<file path="config.mk">
export PLATFORM = sky130hd
export DESIGN_NAME = dspcd_decoder
export DESIGN_NICKNAME = d
export VERILOG_FILES = /design/src/hdl/dspcd_pkg.sv /design/src/hdl/dspcd_decoder.sv /design/src/hdl/dspcd_predicate_sel_eval.sv
export SDC_FILE = /design/constraint.sdc
export NUM_CORES = 1
export LEC_CHECK = 0
export BUFFER_PORTS_ARGS = -buffer_cell sky130_fd_sc_hd__buf_4
export CAP_MARGIN = 30
export CORE_ASPECT_RATIO = 0.8
export CORE_MARGIN = 2
export CORE_UTILIZATION = 36
export DETAILED_ROUTE_END_ITERATION = 8
export SLEW_MARGIN = 20
export SYNTH_ARGS = -nofsm -noshare
export SYNTH_HDL_FRONTEND = slang
export SYNTH_SLANG_ARGS = --single-unit
</file>
<file path="constraint.sdc">
create_clock -name sys_clk -period 1.86 [get_ports sys_clk]
set_clock_uncertainty 0.15 [all_clocks]
set_input_delay 0.372 -clock sys_clk [delete_from_list [all_inputs] [get_ports sys_clk]]
set_output_delay 0.372 -clock sys_clk [all_outputs]
set_load 0.005 [all_outputs]
</file>
<file path="src/hdl/dspcd_pkg.sv">
// Package for the control-format instruction decoder.
// Assumes a 24-bit instruction word and a single core clock.
package dspcd_pkg;
  // Word geometry.
  localparam int INSTR_W  = 24;
  localparam int OPC_HI   = 23;
  localparam int OPC_LO   = 16;
  // Opcode values in bits 23..16.
  localparam logic [7:0] OPC_STACK  = 8'h04;
  localparam logic [7:0] OPC_FLAGBR = 8'h03;
  localparam logic [7:0] OPC_FLAGOUT = 8'h02;
  localparam logic [7:0] OPC_RSVD   = 8'h01;
  localparam logic [7:0] OPC_NOP    = 8'h00;
  // Idle word: bits 23..15 equal 000000101 and the rest zero.
  localparam logic [23:0] IDLE_WORD = 24'h028000;
  // Stack control field positions.
  localparam int PC_POP_BIT   = 4;
  localparam int LOOP_POP_BIT = 3;
  localparam int CNT_POP_BIT  = 2;
  // Flag branch field positions.
  localparam int TGT_LO_HI = 15;
  localparam int TGT_LO_LO = 4;
  localparam int TGT_HI_HI = 3;
  localparam int TGT_HI_LO = 2;
  localparam int FIC_BIT   = 1;
  localparam int KIND_BIT  = 0;
  localparam int TARGET_W  = 14;
  // Flag output control codes.
  localparam logic [1:0] FO_KEEP   = 2'h0;
  localparam logic [1:0] FO_TOGGLE = 2'h1;
  localparam logic [1:0] FO_CLEAR  = 2'h2;
  localparam logic [1:0] FO_SET    = 2'h3;
  // Status stack action codes.
  localparam logic [1:0] SS_PUSH = 2'h2;
  localparam logic [1:0] SS_POP  = 2'h3;
  // Reset level of the output flag.
  localparam logic FLAG_OUT_RST = 1'b0;
  // Format classes of a decoded word.
  typedef enum logic [2:0] {
    FMT_OTHER, FMT_STACK, FMT_FLAGBR, FMT_FLAGOUT,
    FMT_RSVD, FMT_NOP, FMT_IDLE
  } dspcd_fmt_e;
  // Multiplier operation classes.
  typedef enum logic [2:0] {
    MAC_NONE, MAC_RND_ADD, MAC_RND_SUB, MAC_MUL, MAC_ADD, MAC_SUB,
    MAC_CLEAR, MAC_UNDEF
  } dspcd_mac_e;
  // Arithmetic unit operations.
  typedef enum logic [4:0] {
    ALU_NONE, ALU_PASS_Y, ALU_Y_INC, ALU_XY_C, ALU_XY, ALU_NOT_Y,
    ALU_NEG_Y, ALU_XMY_C, ALU_XMY, ALU_Y_DEC, ALU_YMX, ALU_YMX_C,
    ALU_NOT_X, ALU_AND, ALU_OR, ALU_XOR, ALU_ABS_X, ALU_CLEAR,
    ALU_PASS_X, ALU_NEG_X
  } dspcd_alu_e;
endpackage

</file>
<file path="src/hdl/dspcd_decoder.sv">
// Registered decoder for control-format instruction words and shared fields.
// Assumes the fetch unit and status sources run on sys_clk; the flag input
// pin is asynchronous and is synchronised here.
//
// Behaviour
// [RULE1] Stack format yields pc, loop, counter pops
// [RULE2] Flag branch builds 14-bit target, kind, condition
// [RULE3] Flag branch taken when latched input matches
// [RULE4] Flag-out format gives control and predicate
// [RULE5] Flag-out: keep, toggle, clear, set pin
// [RULE6] Recognise no-op, idle and reserved words
// [RULE7] Decode multiplier function codes and formats
// [RULE8] Predicates zero to seven: compares, overflow
// [RULE9] Predicates eight up: carry, sign, mac, loop
// [RULE10] Counter pop bit pops loop counter stack
// [RULE11] Loop pop bit pops loop address stack
// [RULE12] Direction zero reads, one writes memory
// [RULE13] Dual-fetch destination picks X input register
// [RULE14] Data register select maps sixteen registers
// [RULE15] Decode arithmetic unit function codes
// [RULE16] Zero Y operand alters four functions
// [RULE17] Generator select offsets index and modify
//
`timescale 1ns/10ps
`default_nettype none
module dspcd_decoder
(
  // Clock and reset.
  input  wire logic                  sys_clk,
  input  wire logic                  rst_n,
  // Fetched word.
  input  wire logic                  instrValid,
  input  wire logic [23:0]           instrWord,
  // Shared field sources, extracted by the fetch unit per format.
  input  wire logic [4:0]            aluMacFunctionField,
  input  wire logic                  yOperandZero,
  input  wire logic                  xferWay,
  input  wire logic [1:0]            dualFetchDmDest,
  input  wire logic [3:0]            dataRegisterSelect,
  input  wire logic                  addressUnitSelect,
  input  wire logic [1:0]            pointerSlot,
  input  wire logic [1:0]            stepSlot,
  // Status.
  input  wire logic                  aluZero,
  input  wire logic                  aluNeg,
  input  wire logic                  aluOvf,
  input  wire logic                  aluCarry,
  input  wire logic                  xSignNeg,
  input  wire logic                  macOvf,
  input  wire logic                  cntExpired,
  // Pins.
  input  wire logic                  flagInputPin,
  output logic                       flagOutPin,
  // Sequencer controls.
  output dspcd_pkg::dspcd_fmt_e      format,
  output logic                       pcStackPop,
  output logic                       loopStackPop,
  output logic                       counterStackPop,
  output logic [1:0]                 statusStackAction,
  output logic                       branchTaken,
  output logic                       branchKind,
  output logic [13:0]                branchTarget,
  output logic                       idleReq,
  output logic                       reservedOp,
  // Computation controls.
  output dspcd_pkg::dspcd_mac_e      macOp,
  output logic [1:0]                 macFormat,
  output dspcd_pkg::dspcd_alu_e      aluOp,
  output logic                       memWrite,
  output logic                       memRead,
  output logic [3:0]                 dualFetchDstOneHot,
  output logic [15:0]                dataRegOneHot,
  output logic [2:0]                 indexRegNum,
  output logic [2:0]                 modifyRegNum
);

  ////////////////////////////////////////////////////////////////////////////
  // Flag input synchroniser and latch.

  logic flagSync1;   // First stage, read only by the second stage.
  logic flagSync2;   // Second stage, safe to use.
  logic flagLatched; // Level held for the flag branch test.

  // Two flops guard against metastability from the asynchronous pin.
  always_ff @(posedge sys_clk)
  begin
    if (!rst_n)
    begin
      flagSync1 <= 1'b0;
      flagSync2 <= 1'b0;
      flagLatched <= 1'b0;
    end
    else
    begin
      flagSync1 <= flagInputPin;
      flagSync2 <= flagSync1;
      flagLatched <= flagSync2;
    end
  end

  ////////////////////////////////////////////////////////////////////////////
  // Format classification.

  logic [7:0]            opc;        // Bits 23..16 of the word.
  dspcd_pkg::dspcd_fmt_e next_format; // Combinational format class.

  assign opc = instrWord[dspcd_pkg::OPC_HI:dspcd_pkg::OPC_LO];

  // Stack and flag-out formats need their must-be-zero bits checked; otherwise they are other.
  always_comb
  begin
    next_format = dspcd_pkg::FMT_OTHER;
    if (instrWord == '0)
      next_format = dspcd_pkg::FMT_NOP; // see [RULE6]
    else if (instrWord == dspcd_pkg::IDLE_WORD)
      next_format = dspcd_pkg::FMT_IDLE; // see [RULE6]
    else if (opc == dspcd_pkg::OPC_RSVD)
      next_format = dspcd_pkg::FMT_RSVD; // see [RULE6]
    else if (opc == dspcd_pkg::OPC_STACK && instrWord[15:5] == '0)
      next_format = dspcd_pkg::FMT_STACK; // see [RULE1]
    else if (opc == dspcd_pkg::OPC_FLAGBR)
      next_format = dspcd_pkg::FMT_FLAGBR; // see [RULE2]
    else if (opc == dspcd_pkg::OPC_FLAGOUT && instrWord[15:6] == '0)
      next_format = dspcd_pkg::FMT_FLAGOUT; // see [RULE4]
  end

  ////////////////////////////////////////////////////////////////////////////
  // Condition evaluation for the flag-out format.

  logic condTrue; // Predicate result for bits 3..0.

  dspcd_predicate_sel_eval u_predicate_sel
  (
    .predicateSel (instrWord[3:0]),
    .aluZero      (aluZero),
    .aluNeg       (aluNeg),
    .aluOvf       (aluOvf),
    .aluCarry     (aluCarry),
    .xSignNeg     (xSignNeg),
    .macOvf       (macOvf),
    .cntExpired   (cntExpired),
    .condTrue     (condTrue)
  );

  ////////////////////////////////////////////////////////////////////////////
  // Sequencer controls; pulses last one cycle after the valid word.

  // Registered one cycle after instrValid; a non-matching word gives zeros except branchTarget and branchKind, which hold.
  always_ff @(posedge sys_clk)
  begin
    if (!rst_n)
    begin
      format <= dspcd_pkg::FMT_NOP;
      pcStackPop <= 1'b0;
      loopStackPop <= 1'b0;
      counterStackPop <= 1'b0;
      statusStackAction <= 2'h0;
      branchTaken <= 1'b0;
      branchKind <= 1'b0;
      branchTarget <= '0;
      idleReq <= 1'b0;
      reservedOp <= 1'b0;
    end
    else
    begin
      format <= instrValid ? next_format : dspcd_pkg::FMT_NOP;
      pcStackPop <= 1'b0;
      loopStackPop <= 1'b0;
      counterStackPop <= 1'b0;
      statusStackAction <= 2'h0;
      branchTaken <= 1'b0;
      idleReq <= instrValid && next_format == dspcd_pkg::FMT_IDLE;
      reservedOp <= instrValid && next_format == dspcd_pkg::FMT_RSVD;
      if (instrValid && next_format == dspcd_pkg::FMT_STACK)
      begin
        pcStackPop <= instrWord[dspcd_pkg::PC_POP_BIT]; // see [RULE1]
        loopStackPop <= instrWord[dspcd_pkg::LOOP_POP_BIT]; // see [RULE11]
        counterStackPop <= instrWord[dspcd_pkg::CNT_POP_BIT]; // see [RULE10]
        statusStackAction <= instrWord[1:0];
      end
      if (instrValid && next_format == dspcd_pkg::FMT_FLAGBR)
      begin
        // High bits from 3..2 sit above the twelve low bits.
        branchTarget <= {instrWord[dspcd_pkg::TGT_HI_HI:dspcd_pkg::TGT_HI_LO],
          instrWord[dspcd_pkg::TGT_LO_HI:dspcd_pkg::TGT_LO_LO]}; // see [RULE2]
        branchKind <= instrWord[dspcd_pkg::KIND_BIT];
        branchTaken <= (flagLatched ==
          instrWord[dspcd_pkg::FIC_BIT]); // see [RULE3]
      end
    end
  end

  ////////////////////////////////////////////////////////////////////////////
  // Flag output pin.

  // Pin changes only when the flag-out format's predicate holds.
  always_ff @(posedge sys_clk)
  begin
    if (!rst_n)
      flagOutPin <= dspcd_pkg::FLAG_OUT_RST;
    else if (instrValid && next_format == dspcd_pkg::FMT_FLAGOUT && condTrue)
    begin
      case (instrWord[5:4]) // see [RULE5]
        dspcd_pkg::FO_TOGGLE: flagOutPin <= ~flagOutPin;
        dspcd_pkg::FO_CLEAR:  flagOutPin <= 1'b0;
        dspcd_pkg::FO_SET:    flagOutPin <= 1'b1;
        default:              flagOutPin <= flagOutPin;
      endcase
    end
  end

  ////////////////////////////////////////////////////////////////////////////
  // Function field decode.

  dspcd_pkg::dspcd_mac_e next_macOp;  // Multiplier class.
  dspcd_pkg::dspcd_alu_e next_aluOp;  // Arithmetic unit operation.

  // Top bit picks the unit; low two bits give the operand format.
  always_comb
  begin
    next_macOp = dspcd_pkg::MAC_NONE;
    next_aluOp = dspcd_pkg::ALU_NONE;
    if (!aluMacFunctionField[4])
    begin
      case (aluMacFunctionField[3:2]) // see [RULE7]
        2'h0:
          case (aluMacFunctionField[1:0])
            2'h0: next_macOp = dspcd_pkg::MAC_NONE;
            2'h2: next_macOp = dspcd_pkg::MAC_RND_ADD;
            2'h3: next_macOp = dspcd_pkg::MAC_RND_SUB;
            default: next_macOp = dspcd_pkg::MAC_UNDEF;
          endcase
        2'h1: next_macOp = (aluMacFunctionField[1:0] == 2'h0 && yOperandZero)
          ? dspcd_pkg::MAC_CLEAR : dspcd_pkg::MAC_MUL; // see [RULE16]
        2'h2: next_macOp = dspcd_pkg::MAC_ADD;
        default: next_macOp = dspcd_pkg::MAC_SUB;
      endcase
    end
    else
    begin
      case (aluMacFunctionField[3:0]) // see [RULE15]
        4'h0: next_aluOp = yOperandZero ? dspcd_pkg::ALU_CLEAR
          : dspcd_pkg::ALU_PASS_Y; // see [RULE16]
        4'h1: next_aluOp = dspcd_pkg::ALU_Y_INC;
        4'h2: next_aluOp = dspcd_pkg::ALU_XY_C;
        4'h3: next_aluOp = yOperandZero ? dspcd_pkg::ALU_PASS_X
          : dspcd_pkg::ALU_XY; // see [RULE16]
        4'h4: next_aluOp = dspcd_pkg::ALU_NOT_Y;
        4'h5: next_aluOp = dspcd_pkg::ALU_NEG_Y;
        4'h6: next_aluOp = dspcd_pkg::ALU_XMY_C;
        4'h7: next_aluOp = dspcd_pkg::ALU_XMY;
        4'h8: next_aluOp = dspcd_pkg::ALU_Y_DEC;
        4'h9: next_aluOp = yOperandZero ? dspcd_pkg::ALU_NEG_X
          : dspcd_pkg::ALU_YMX; // see [RULE16]
        4'hA: next_aluOp = dspcd_pkg::ALU_YMX_C;
        4'hB: next_aluOp = dspcd_pkg::ALU_NOT_X;
        4'hC: next_aluOp = dspcd_pkg::ALU_AND;
        4'hD: next_aluOp = dspcd_pkg::ALU_OR;
        4'hE: next_aluOp = dspcd_pkg::ALU_XOR;
        default: next_aluOp = dspcd_pkg::ALU_ABS_X;
      endcase
    end
  end

  ////////////////////////////////////////////////////////////////////////////
  // Shared field registers.

  // Held from the last valid word so the units see stable selects.
  always_ff @(posedge sys_clk)
  begin
    if (!rst_n)
    begin
      macOp <= dspcd_pkg::MAC_NONE;
      macFormat <= 2'h0;
      aluOp <= dspcd_pkg::ALU_NONE;
      memWrite <= 1'b0;
      memRead <= 1'b0;
      dualFetchDstOneHot <= 4'h0;
      dataRegOneHot <= 16'h0000;
      indexRegNum <= 3'h0;
      modifyRegNum <= 3'h0;
    end
    else if (instrValid)
    begin
      macOp <= next_macOp;
      macFormat <= aluMacFunctionField[1:0]; // SS, SU, US, UU order.
      aluOp <= next_aluOp;
      memWrite <= xferWay; // see [RULE12]
      memRead <= ~xferWay; // see [RULE12]
      // One-hot order: alu_x_in0, alu_x_in1, mac_x_in0, mac_x_in1.
      dualFetchDstOneHot <= 4'h1 << dualFetchDmDest; // see [RULE13]
      // Bit n selects register n of the sixteen data registers.
      dataRegOneHot <= 16'h0001 << dataRegisterSelect; // see [RULE14]
      indexRegNum <= {addressUnitSelect, pointerSlot}; // see [RULE17]
      modifyRegNum <= {addressUnitSelect, stepSlot}; // see [RULE17]
    end
  end

endmodule
`default_nettype wire

</file>
<file path="src/hdl/dspcd_predicate_sel_eval.sv">
// Predicate evaluator for the 4-bit condition select.
// Assumes status bits come from the same clock domain, already registered.
`timescale 1ns/10ps
`default_nettype none
module dspcd_predicate_sel_eval
(
  // Condition select.
  input  wire logic [3:0] predicateSel,
  // Status inputs.
  input  wire logic       aluZero,
  input  wire logic       aluNeg,
  input  wire logic       aluOvf,
  input  wire logic       aluCarry,
  input  wire logic       xSignNeg,
  input  wire logic       macOvf,
  input  wire logic       cntExpired,
  // Result.
  output logic            condTrue
);
  // Pure decode; the caller registers the result.
  always_comb
  begin
    case (predicateSel)
      4'h0: condTrue = aluZero; // see [RULE8]
      4'h1: condTrue = ~aluZero;
      4'h2: condTrue = ~(aluNeg ^ aluOvf) & ~aluZero;
      4'h3: condTrue = (aluNeg ^ aluOvf) | aluZero;
      4'h4: condTrue = aluNeg ^ aluOvf;
      4'h5: condTrue = ~(aluNeg ^ aluOvf);
      4'h6: condTrue = aluOvf;
      4'h7: condTrue = ~aluOvf;
      4'h8: condTrue = aluCarry; // see [RULE9]
      4'h9: condTrue = ~aluCarry;
      4'hA: condTrue = xSignNeg;
      4'hB: condTrue = ~xSignNeg;
      4'hC: condTrue = macOvf;
      4'hD: condTrue = ~macOvf;
      4'hE: condTrue = ~cntExpired;
      default: condTrue = 1'b1;
    endcase
  end
endmodule
`default_nettype wire

</file>
## Yosys cells after proc, flatten, opt, wreduce, memory -nomap -nowiden

Index checks and enable logic that the tools add are counted.

- Flip-flop bits (word level): 68
- Latch bits: 0
- Bits in writable memories: 0
- Bits in read-only memories: 0
- Input port bits: 53
- Output and inout port bits: 65
- Logic and storage cells: 121
- Memories: 0

- Add/subtract/negate cells: 0
- Multipliers: 0
- Div/mod/pow operators: 0
- Order comparisons: 0
- Eq/ne operators: 46
- Shifts and indexed selects: 2
- Mux-type cells: 17
- Bitwise logic cells: 12
- Reductions and logical operators: 21

Operators with widths:

| cell | count |
|---|---|
| $pmux 5 s15 | 1 |
| $eq 4x4->1 const B | 14 |
| $eq 4x3->1 const B | 8 |
| $eq 24x18->1 const B | 1 |
| $logic_not 24->1 | 1 |
| $mux 5 | 4 |
| $pmux 3 s3 | 2 |
| $eq 4x2->1 const B | 4 |
| $eq 8x2->1 const B | 2 |
| $shl 1x4->16 const A | 1 |
| $mux 3 | 5 |
| $pmux 1 s15 | 1 |
| $logic_not 11->1 | 1 |
| $eq 2x2->1 const B | 5 |
| $logic_not 10->1 | 1 |
| $logic_and 1x1->1 | 9 |
| $not 1->1 | 9 |
| $eq 4x1->1 const B | 2 |
| $eq 8x1->1 const B | 1 |
| $eq 8x3->1 const B | 1 |
| $logic_not 4->1 | 2 |
| $reduce_and 2->1 | 4 |
| $eq 3x2->1 const B | 2 |
| $eq 3x3->1 const B | 2 |
| 11 further kinds | 15 |

## Logic depth before layout (Yosys ltp)

Gate-level depths: netlist (run 1).

- Depth after elaboration: 12
- Mapped depth: 9
- Depth with buffers taken out: 8

## Cells and area by module

A second synthesis (run 1) with hierarchy kept.

- Cell total of the unflattened synthesis: 358
- Area total of the unflattened synthesis: 3001.6 µm²

Modules (own cells, without submodules):

| module | instances | cells an instance | area each (µm²) | sequential area each (µm²) |
|---|---|---|---|---|
| dspcd_decoder | 1 | 327 | 2805.2 | 1341.3 |
| dspcd_predicate_sel_eval | 1 | 31 | 196.4 | 0.0 |

## Worst setup path after synthesis (run 1)

OpenSTA, ideal clock, no wires.

- Path kind: input port to flip-flop
- Start point: in instrWord[21]
- End point: reg branchTarget[10]
- Library setup time: 0.118 ns
- Arrival time: 1.756 ns
- Data required time: 1.592 ns
- Slack: -0.164 ns
- Stages: 7
- Buffers on the path: 2
- Cell sequence: nor4_4 nand4_1 or3_4 and4_4 buf_6 buf_12 mux2i_1

- Word-level cells in the longest chain between the ends: 10
- Elaborated cells on any way between the ends: 16
- Those cells by class: eq/ne: 6; mux: 6; reduce/logical: 4

Ends and longest elaborated chain:

| item | line | text |
|---|---|---|
| from (decl) | dspcd_decoder.sv:33 | `input wire logic [23:0] instrWord,` |
| $eq 8x2->1 | dspcd_decoder.sv:123 | `else if (opc == dspcd_pkg::OPC_FLAGOUT && instrWord[15:6] == '0)` |
| $logic_and 1x1->1 | dspcd_decoder.sv:123 |  |
| $mux 2 | dspcd_decoder.sv:123 |  |
| $mux 2 | dspcd_decoder.sv:121 | `else if (opc == dspcd_pkg::OPC_FLAGBR)` |
| $mux 2 | dspcd_decoder.sv:119 | `else if (opc == dspcd_pkg::OPC_STACK && instrWord[15:5] == '0)` |
| $mux 3 | dspcd_decoder.sv:117 | `else if (opc == dspcd_pkg::OPC_RSVD)` |
| $mux 3 | dspcd_decoder.sv:115 | `else if (instrWord == dspcd_pkg::IDLE_WORD)` |
| $mux 3 (*) | dspcd_decoder.sv:113 | `if (instrWord == '0)` |
| $eq 3x2->1 (*) | dspcd_decoder.sv:181 | `if (instrValid && next_format == dspcd_pkg::FMT_FLAGBR)` |
| $logic_and 1x1->1 (*) | dspcd_decoder.sv:181 |  |
| to (signal assigned) | dspcd_decoder.sv:184 | `branchTarget <= {instrWord[dspcd_pkg::TGT_HI_HI:dspcd_pkg::TGT_HI_LO],` |
| to (decl) | dspcd_decoder.sv:62 | `output logic [13:0] branchTarget,` |

Every way passes the cells marked *; elsewhere a longest branch is shown, timed or not.
A chain may end at the register's enable or synchronous reset.

## Final worst setup path (run 1)

- Start point: in instrWord[6]
- End point: reg branchTarget[12]

- Word-level cells in the longest chain between the ends: 10
- Elaborated cells on any way between the ends: 14
- Those cells by class: eq/ne: 2; mux: 6; reduce/logical: 6

Ends and longest elaborated chain:

| item | line |
|---|---|
| $logic_not 10->1 | dspcd_decoder.sv:123 |
| $logic_and 1x1->1 | dspcd_decoder.sv:123 |
| $mux 2 | dspcd_decoder.sv:123 |
| $mux 2 | dspcd_decoder.sv:121 |
| $mux 2 | dspcd_decoder.sv:119 |
| $mux 3 | dspcd_decoder.sv:117 |
| $mux 3 | dspcd_decoder.sv:115 |
| $mux 3 (*) | dspcd_decoder.sv:113 |
| $eq 3x2->1 (*) | dspcd_decoder.sv:181 |
| $logic_and 1x1->1 (*) | dspcd_decoder.sv:181 |

Marked as above.

==> impl_metrics.env, run 1 <==
export IMPL_synth_area_mm2=0.00318
export IMPL_layout_drive_gt1_share=0.358
export IMPL_clkTransAtPathRegs_ns=0.07
export IMPL_dieHeight_um=88.0
export IMPL_synth_edff_count=0
export IMPL_netlist_instances=359
export IMPL_viasPerCell=4.80
export IMPL_drv_slew=0
export IMPL_cp_endpoint="branchTarget[12]"
export IMPL_status="finished clean"
export IMPL_relSlewSlack=0.802
export IMPL_clock_sinks=67
export IMPL_drt_wl_total_mm=8.53
export IMPL_htree_levels=3
export IMPL_first_pass_iters=4
export IMPL_maxCapViolCount=0
export IMPL_synthMuxAreaShare=0.0787
export IMPL_ir_drop_mv=0.353
export IMPL_io_buffers=117
export IMPL_routed_wl_met2_mm=3.56
export IMPL_rsz0062_at_grt="yes"
export IMPL_route_detailed_drc=0
export IMPL_clock_latency_ns=0.33
export IMPL_seqCellArea_mm2=0.00134
export IMPL_postCtsHoldBufs=0
export IMPL_ioPinCount=118
export IMPL_finalCoreUtilization=0.538
export IMPL_cts_tree="yes"
export IMPL_synth_seq_area_share=0.422
export IMPL_fin_ws_ns=0.0150
export IMPL_ys_async_sr_fraction=0
export IMPL_core_mm2=0.00852
export IMPL_fin_hold_ws_ns=0.0806
export IMPL_multi_input_area_mm2=0.00165
export IMPL_grt_start_max_net_pins=63
export IMPL_numCtsBuffers=9
export IMPL_cp_end_kind="register"
export IMPL_reg2reg_depth=3
export IMPL_synth_nets=417
export IMPL_fin_nets=559
export IMPL_drtIter0Drc=105
export IMPL_antenna_left=0
export IMPL_synth_warnings=0
export IMPL_antenna_found_initial=0
export IMPL_max_freq_mhz=542
export IMPL_synth_top_family_by_area="simple AND/OR/NAND/NOR gates"
export IMPL_power_density_mw_per_mm2=657
export IMPL_overflow=0
export IMPL_crit_start="instrWord[6]"
export IMPL_dp_hpwl_mm=6.11
export IMPL_synth_fa_ha_area_frac=0.0197
export IMPL_dp_cells=597
export IMPL_cpPeakStageDelay_ns=0.44
export IMPL_via_count=2968
export IMPL_gp_congestion=0.909
export IMPL_synth_avg_cell_area_um2=8.85
export IMPL_arrival_ns=1.92
export IMPL_initial_core_util=0.373
export IMPL_clockBufferDepth=2
export IMPL_synth_compound_area_frac=0.130
export IMPL_diodes=0
export IMPL_area_growth_pct=44.2
export IMPL_first_global_vias=2762
export IMPL_fin_crit_sh=0.992
export IMPL_min_period_ns=1.85
export IMPL_place_ws_ns=-0.395
export IMPL_rr_startpoint="flagOutPin"
export IMPL_cp_depth=7
export IMPL_hold_viol=0
export IMPL_cp_data_required_time_ns=1.93
export IMPL_synth_seq_cells=67
export IMPL_worst_pin_slew_ns=0.296
export IMPL_yosysUniqueCellTypes=51
export IMPL_grt_usage=0.178
export IMPL_dr_wl_met3_um=593
export IMPL_critPathMaxFanout=6
export IMPL_leakage_uw=0.00199
export IMPL_ys_flop_type="dfxtp_1"
export IMPL_cp_start_kind="primary input"
export IMPL_root_buffer="clkbuf_8"
export IMPL_reg2reg_to="flagOutPin"
export IMPL_die_w_um=109
export IMPL_setup_viol_count_final=0
export IMPL_crit_family="simple AND/OR/NAND/NOR gates"
export IMPL_num_rows=30
export IMPL_path_buf_inv=2
export IMPL_nFillCells=810
export IMPL_critPathKind="primary input to register"
export IMPL_grt_pass1_wl_mm=13.3
export IMPL_drt_met1_wl_mm=4.24
export IMPL_wl_per_cell_um=13.8
export IMPL_yosys_area_share_simple=0.278
export IMPL_synth_xor_area_frac=0.00827
export IMPL_crit_slowest_cell="or3_4"
export IMPL_dieArea_mm2=0.00960
export IMPL_instances_no_fill=618
export IMPL_crit_chain="buf_6, nor4_4, nand4_1, or3_4, and4_4, clkbuf_16, mux2i_1"
export IMPL_rrSetupSlack_ns=0.90
export IMPL_hold_class="primary input to register"
export IMPL_top_layer="met4"
registers in the layout (all words and copies together) (netlist names):
| signal | cells |
|---|---|
| aluOp | 5 |
| flagLatched | 1 |
| branchKind | 1 |
| flagSync1 | 1 |
| statusStackAction | 2 |
| macFormat | 2 |
| memWrite | 1 |
| modifyRegNum | 2 |
| dualFetchDstOneHot | 4 |
| idleReq | 1 |
| indexRegNum | 3 |
| macOp | 3 |
| reservedOp | 1 |
| format | 3 |
| branchTarget | 14 |
| pcStackPop | 1 |
| memRead | 1 |
| branchTaken | 1 |
| counterStackPop | 1 |
| flagSync2 | 1 |
| flagOutPin | 1 |
| loopStackPop | 1 |
| dataRegOneHot | 16 |
report_power, final:
part           internal (µW)  switching (µW)  total, µW  leakage (µW)
Clock                    517             560       1080     0.0000843
Sequential              1470            15.7       1480      0.000544
Combinational            242             213        455       0.00136
logic make-up (layout without fill, tap and decap cells):
kind of cell,count (synthesis),count (layout)
compound gates,60,60
xor+xnor,3,3
fa+ha+maj,5,5
flops,67,67
simple gates,166,166
buf+inv,33,180
mux,25,25
cells in the final DEF, fill, tap and decap left out, types with 4 or more instances in the layout:
cell type,synthesis,final
buf_4,2,148
dfxtp_1,67,67
nand2_1,58,57
nor2b_1,29,29
mux2i_1,25,25
a21boi_0,18,18
nand3_1,17,17
nor2_1,16,16
a21oi_1,14,14
and2_1,10,10
clkbuf_8,4,10
inv_1,8,8
nand4_1,8,8
nor3_1,8,7
o21ai_0,7,7
ha_1,5,5
buf_6,1,4
worst register-to-register path, delay by kind of cell, from the launching register on:
kind | cells | cell delay [ns]
DFF | 1 | 0.37
AOI/OAI and AO/OA | 2 | 0.19
and+or+nand+nor | 1 | 0.12
worst min-delay path by stage:
stage | startpoint | to | slack, ns | cells after the start
global placement | flagSync1 | flagSync2 | 0.28 | 1
floorplan | flagSync2 | flagLatched | 0.26 | 1
global route | xferWay | memRead | 0.06 | 2
finish | xferWay | memRead | 0.08 | 2
CTS | xferWay | memRead | 0.06 | 2
detailed placement | flagSync2 | flagLatched | 0.28 | 1
repair_timing:
item,in CTS,in global routing
buffers inserted,3,1
endpoints found under the setup margin,10,21
gates resized for setup,3,4
gates cloned,0,1
pin swaps,0,4
layout make-up:
| cell class | count | share of cell area |
|---|---|---|
| Clock buffer | 10 | 0.0300 |
| Clock inverter | 6 | 0.00901 |
| Multi-Input combinational cell | 259 | 0.360 |
| Tap cell | 112 | 0.0306 |
| Sequential cell | 67 | 0.293 |
| Timing Repair Buffer | 156 | 0.271 |
| Inverter | 8 | 0.00655 |
synthesized netlist by cell type, types with 3 or more instances:
master / number / share of area
nand3_1: 17 / 0.027
nor3_1: 8 / 0.013
nand2_1: 58 / 0.069
nand4_1: 8 / 0.016
or3_1: 3 / 0.0059
nor4_1: 3 / 0.0059
inv_1: 8 / 0.0094
nor2b_1: 29 / 0.057
a21oi_1: 14 / 0.022
nor2_1: 16 / 0.019
o21ai_0: 7 / 0.011
ha_1: 5 / 0.020
clkbuf_8: 4 / 0.017
and2_1: 10 / 0.020
clkbuf_1: 14 / 0.017
dfxtp_1: 67 / 0.42
nand3b_1: 3 / 0.0071
mux2i_1: 25 / 0.079
a21boi_0: 18 / 0.043
metal layers:
layer,up-vias,GRT usage
li1,1517,-
met1,1339,0.249
met2,98,0.259
met3,14,0.0513
met4,0,0.0641
met5,-,0
metrics by stage:
step / total power, µW / cell area [µm²] / setup TNS [ns]
6_report: 3010 / 4580 / 0
3_3_place_gp: 1960 / 4310 / -7.15
3_5_place_dp: 1960 / 4310 / -8.65
2_1_floorplan: 1720 / 3180 / -1.79
5_1_grt: 3180 / 4580 / -0.131
4_1_cts: 3060 / 4540 / 0
Note: power is estimated with default switching activity, not from simulation.
==> run 2, diff against run 1 <==
CTS_BUF_LIST = sky130_fd_sc_hd__clkbuf_16   (was default)
==> impl_metrics.env, run 2 (synthesized netlist as in run 1, its figures left out) <==
export IMPL_final_cell_mix="buf_4 (146), dfxtp_1 (67), nand2_1 (57)"
export IMPL_gp_congestion=0.909
export IMPL_place_ws_ns=-0.395
export IMPL_via_count=2959
export IMPL_relSlewSlack=0.790
export IMPL_root_buffer="clkbuf_16"
export IMPL_grt_start_max_net_pins=63
export IMPL_wl_per_cell_um=13.7
export IMPL_overflow=0
export IMPL_rr_startpoint="flagOutPin"
export IMPL_diodes=0
export IMPL_grt_pass1_wl_mm=13.2
export IMPL_seqCellArea_mm2=0.00134
export IMPL_clock_sinks=67
export IMPL_instances_no_fill=614
export IMPL_leakage_uw=0.00200
export IMPL_regMostFlops="dataRegOneHot"
export IMPL_ioPinCount=118
export IMPL_ir_drop_mv=0.367
export IMPL_power_density_mw_per_mm2=747
export IMPL_hold_viol=0
export IMPL_final_cell_area_mm2=0.00462
export IMPL_layout_drive_gt1_share=0.353
export IMPL_area_growth_pct=45.3
export IMPL_multi_input_area_mm2=0.00166
export IMPL_reg2reg_depth=3
export IMPL_place_area_mm2=0.00431
export IMPL_cp_end_kind="register"
export IMPL_failed_checks="negative setup slack"
export IMPL_final_common_cell="buf_4"
export IMPL_clkTransAtPathRegs_ns=0.06
export IMPL_htree_levels=3
export IMPL_fin_nets=555
export IMPL_die_w_um=109
export IMPL_io_buffers=117
export IMPL_clockBufferDepth=2
export IMPL_reg2reg_to="flagOutPin"
export IMPL_critPathKind="primary input to register"
export IMPL_antenna_left=0
export IMPL_dp_hpwl_mm=6.11
export IMPL_drtIter0Drc=109
export IMPL_dp_cells=597
export IMPL_drv_slew=0
export IMPL_drt_wl_total_mm=8.39
export IMPL_arrival_ns=1.94
export IMPL_status="finished with violations"
export IMPL_num_rows=30
export IMPL_antenna_found_initial=0
export IMPL_core_mm2=0.00852
export IMPL_dieArea_mm2=0.00960
export IMPL_setup_viol_count_final=19
export IMPL_first_global_vias=2740
export IMPL_route_detailed_drc=0
export IMPL_cp_start_kind="primary input"
export IMPL_min_period_ns=1.89
export IMPL_hold_class="primary input to register"
export IMPL_rsz0062_at_grt="yes"
export IMPL_numCtsBuffers=9
export IMPL_initial_core_util=0.373
export IMPL_min_path_cells=2
export IMPL_cp_endpoint="branchTarget[2]"
export IMPL_first_pass_iters=4
export IMPL_fin_crit_sh=1.02
export IMPL_crit_start="instrWord[6]"
export IMPL_cts_tree="yes"
export IMPL_fin_ws_ns=-0.0330
export IMPL_nFillCells=806
export IMPL_cp_data_required_time_ns=1.91
export IMPL_viasPerCell=4.82
export IMPL_max_freq_mhz=528
export IMPL_worst_pin_slew_ns=0.313
export IMPL_largest_reg_flops=16
export IMPL_reg_top3="dataRegOneHot x16, branchTarget x14, aluOp x5"
export IMPL_maxCapViolCount=0
export IMPL_power_uw=3450
export IMPL_grt_usage=0.176
export IMPL_critPathMaxFanout=15
export IMPL_clock_latency_ns=0.32
export IMPL_dieHeight_um=88.0
export IMPL_fin_hold_ws_ns=0.0908
export IMPL_rrSetupSlack_ns=0.90
==> run 2: power by group <==
group	internal, µW	switching (µW)
Sequential	1470	15.6
Combinational	242	212
Clock	893	617
Total	2600	845
==> run 2: area by class of cell <==
cell class / count / share of cell area
Tap cell: 112 / 0.0303
Inverter: 8 / 0.00650
Sequential cell: 67 / 0.290
Clock buffer: 9 / 0.0488
Timing Repair Buffer: 152 / 0.256
Clock inverter: 7 / 0.00975
Multi-Input combinational cell: 259 / 0.358
==> run 2: worst max-delay path: stages <==
cell     delay [ns]
buf_6          0.10
nor4_4         0.35
nand4_1        0.22
or3_4          0.44
and4_4         0.30
mux2i_1        0.15
==> run 2: what timing repair did <==
action	4_1_cts	5_1_grt
endpoints found under the setup margin	20	21
gates resized for setup	4	4
hold buffers	0	0
setup buffers	0	1
pin swaps	1	10
==> run 2: per-layer routing <==
metal  vias up  track usage  wire length (µm)
li1       1512            -                 -
met1      1333        0.246              4130
met2       104        0.256              3540
met3        10       0.0469               594
met4         0       0.0711               119
met5         -            0                 0
==> run 2: metrics by stage <==
| stage | utilization | setup TNS, ns |
|---|---|---|
| 6_report | 0.542 | -0.417 |
| 5_1_grt | 0.542 | -0.956 |
| 4_1_cts | 0.539 | 0 |
| 3_5_place_dp | 0.505 | -8.65 |
| 3_3_place_gp | 0.505 | -7.15 |
| 2_1_floorplan | - | -1.79 |
==> run 2: how the worst min path moves through the flow <==
stage	end	slack [ns]	from
after floorplan	flagLatched	0.26	flagSync2
after global routing	memRead	0.08	xferWay
after detailed placement	flagLatched	0.28	flagSync2
after global placement	flagSync2	0.28	flagSync1
final	memRead	0.09	xferWay
after CTS	memRead	0.08	xferWay
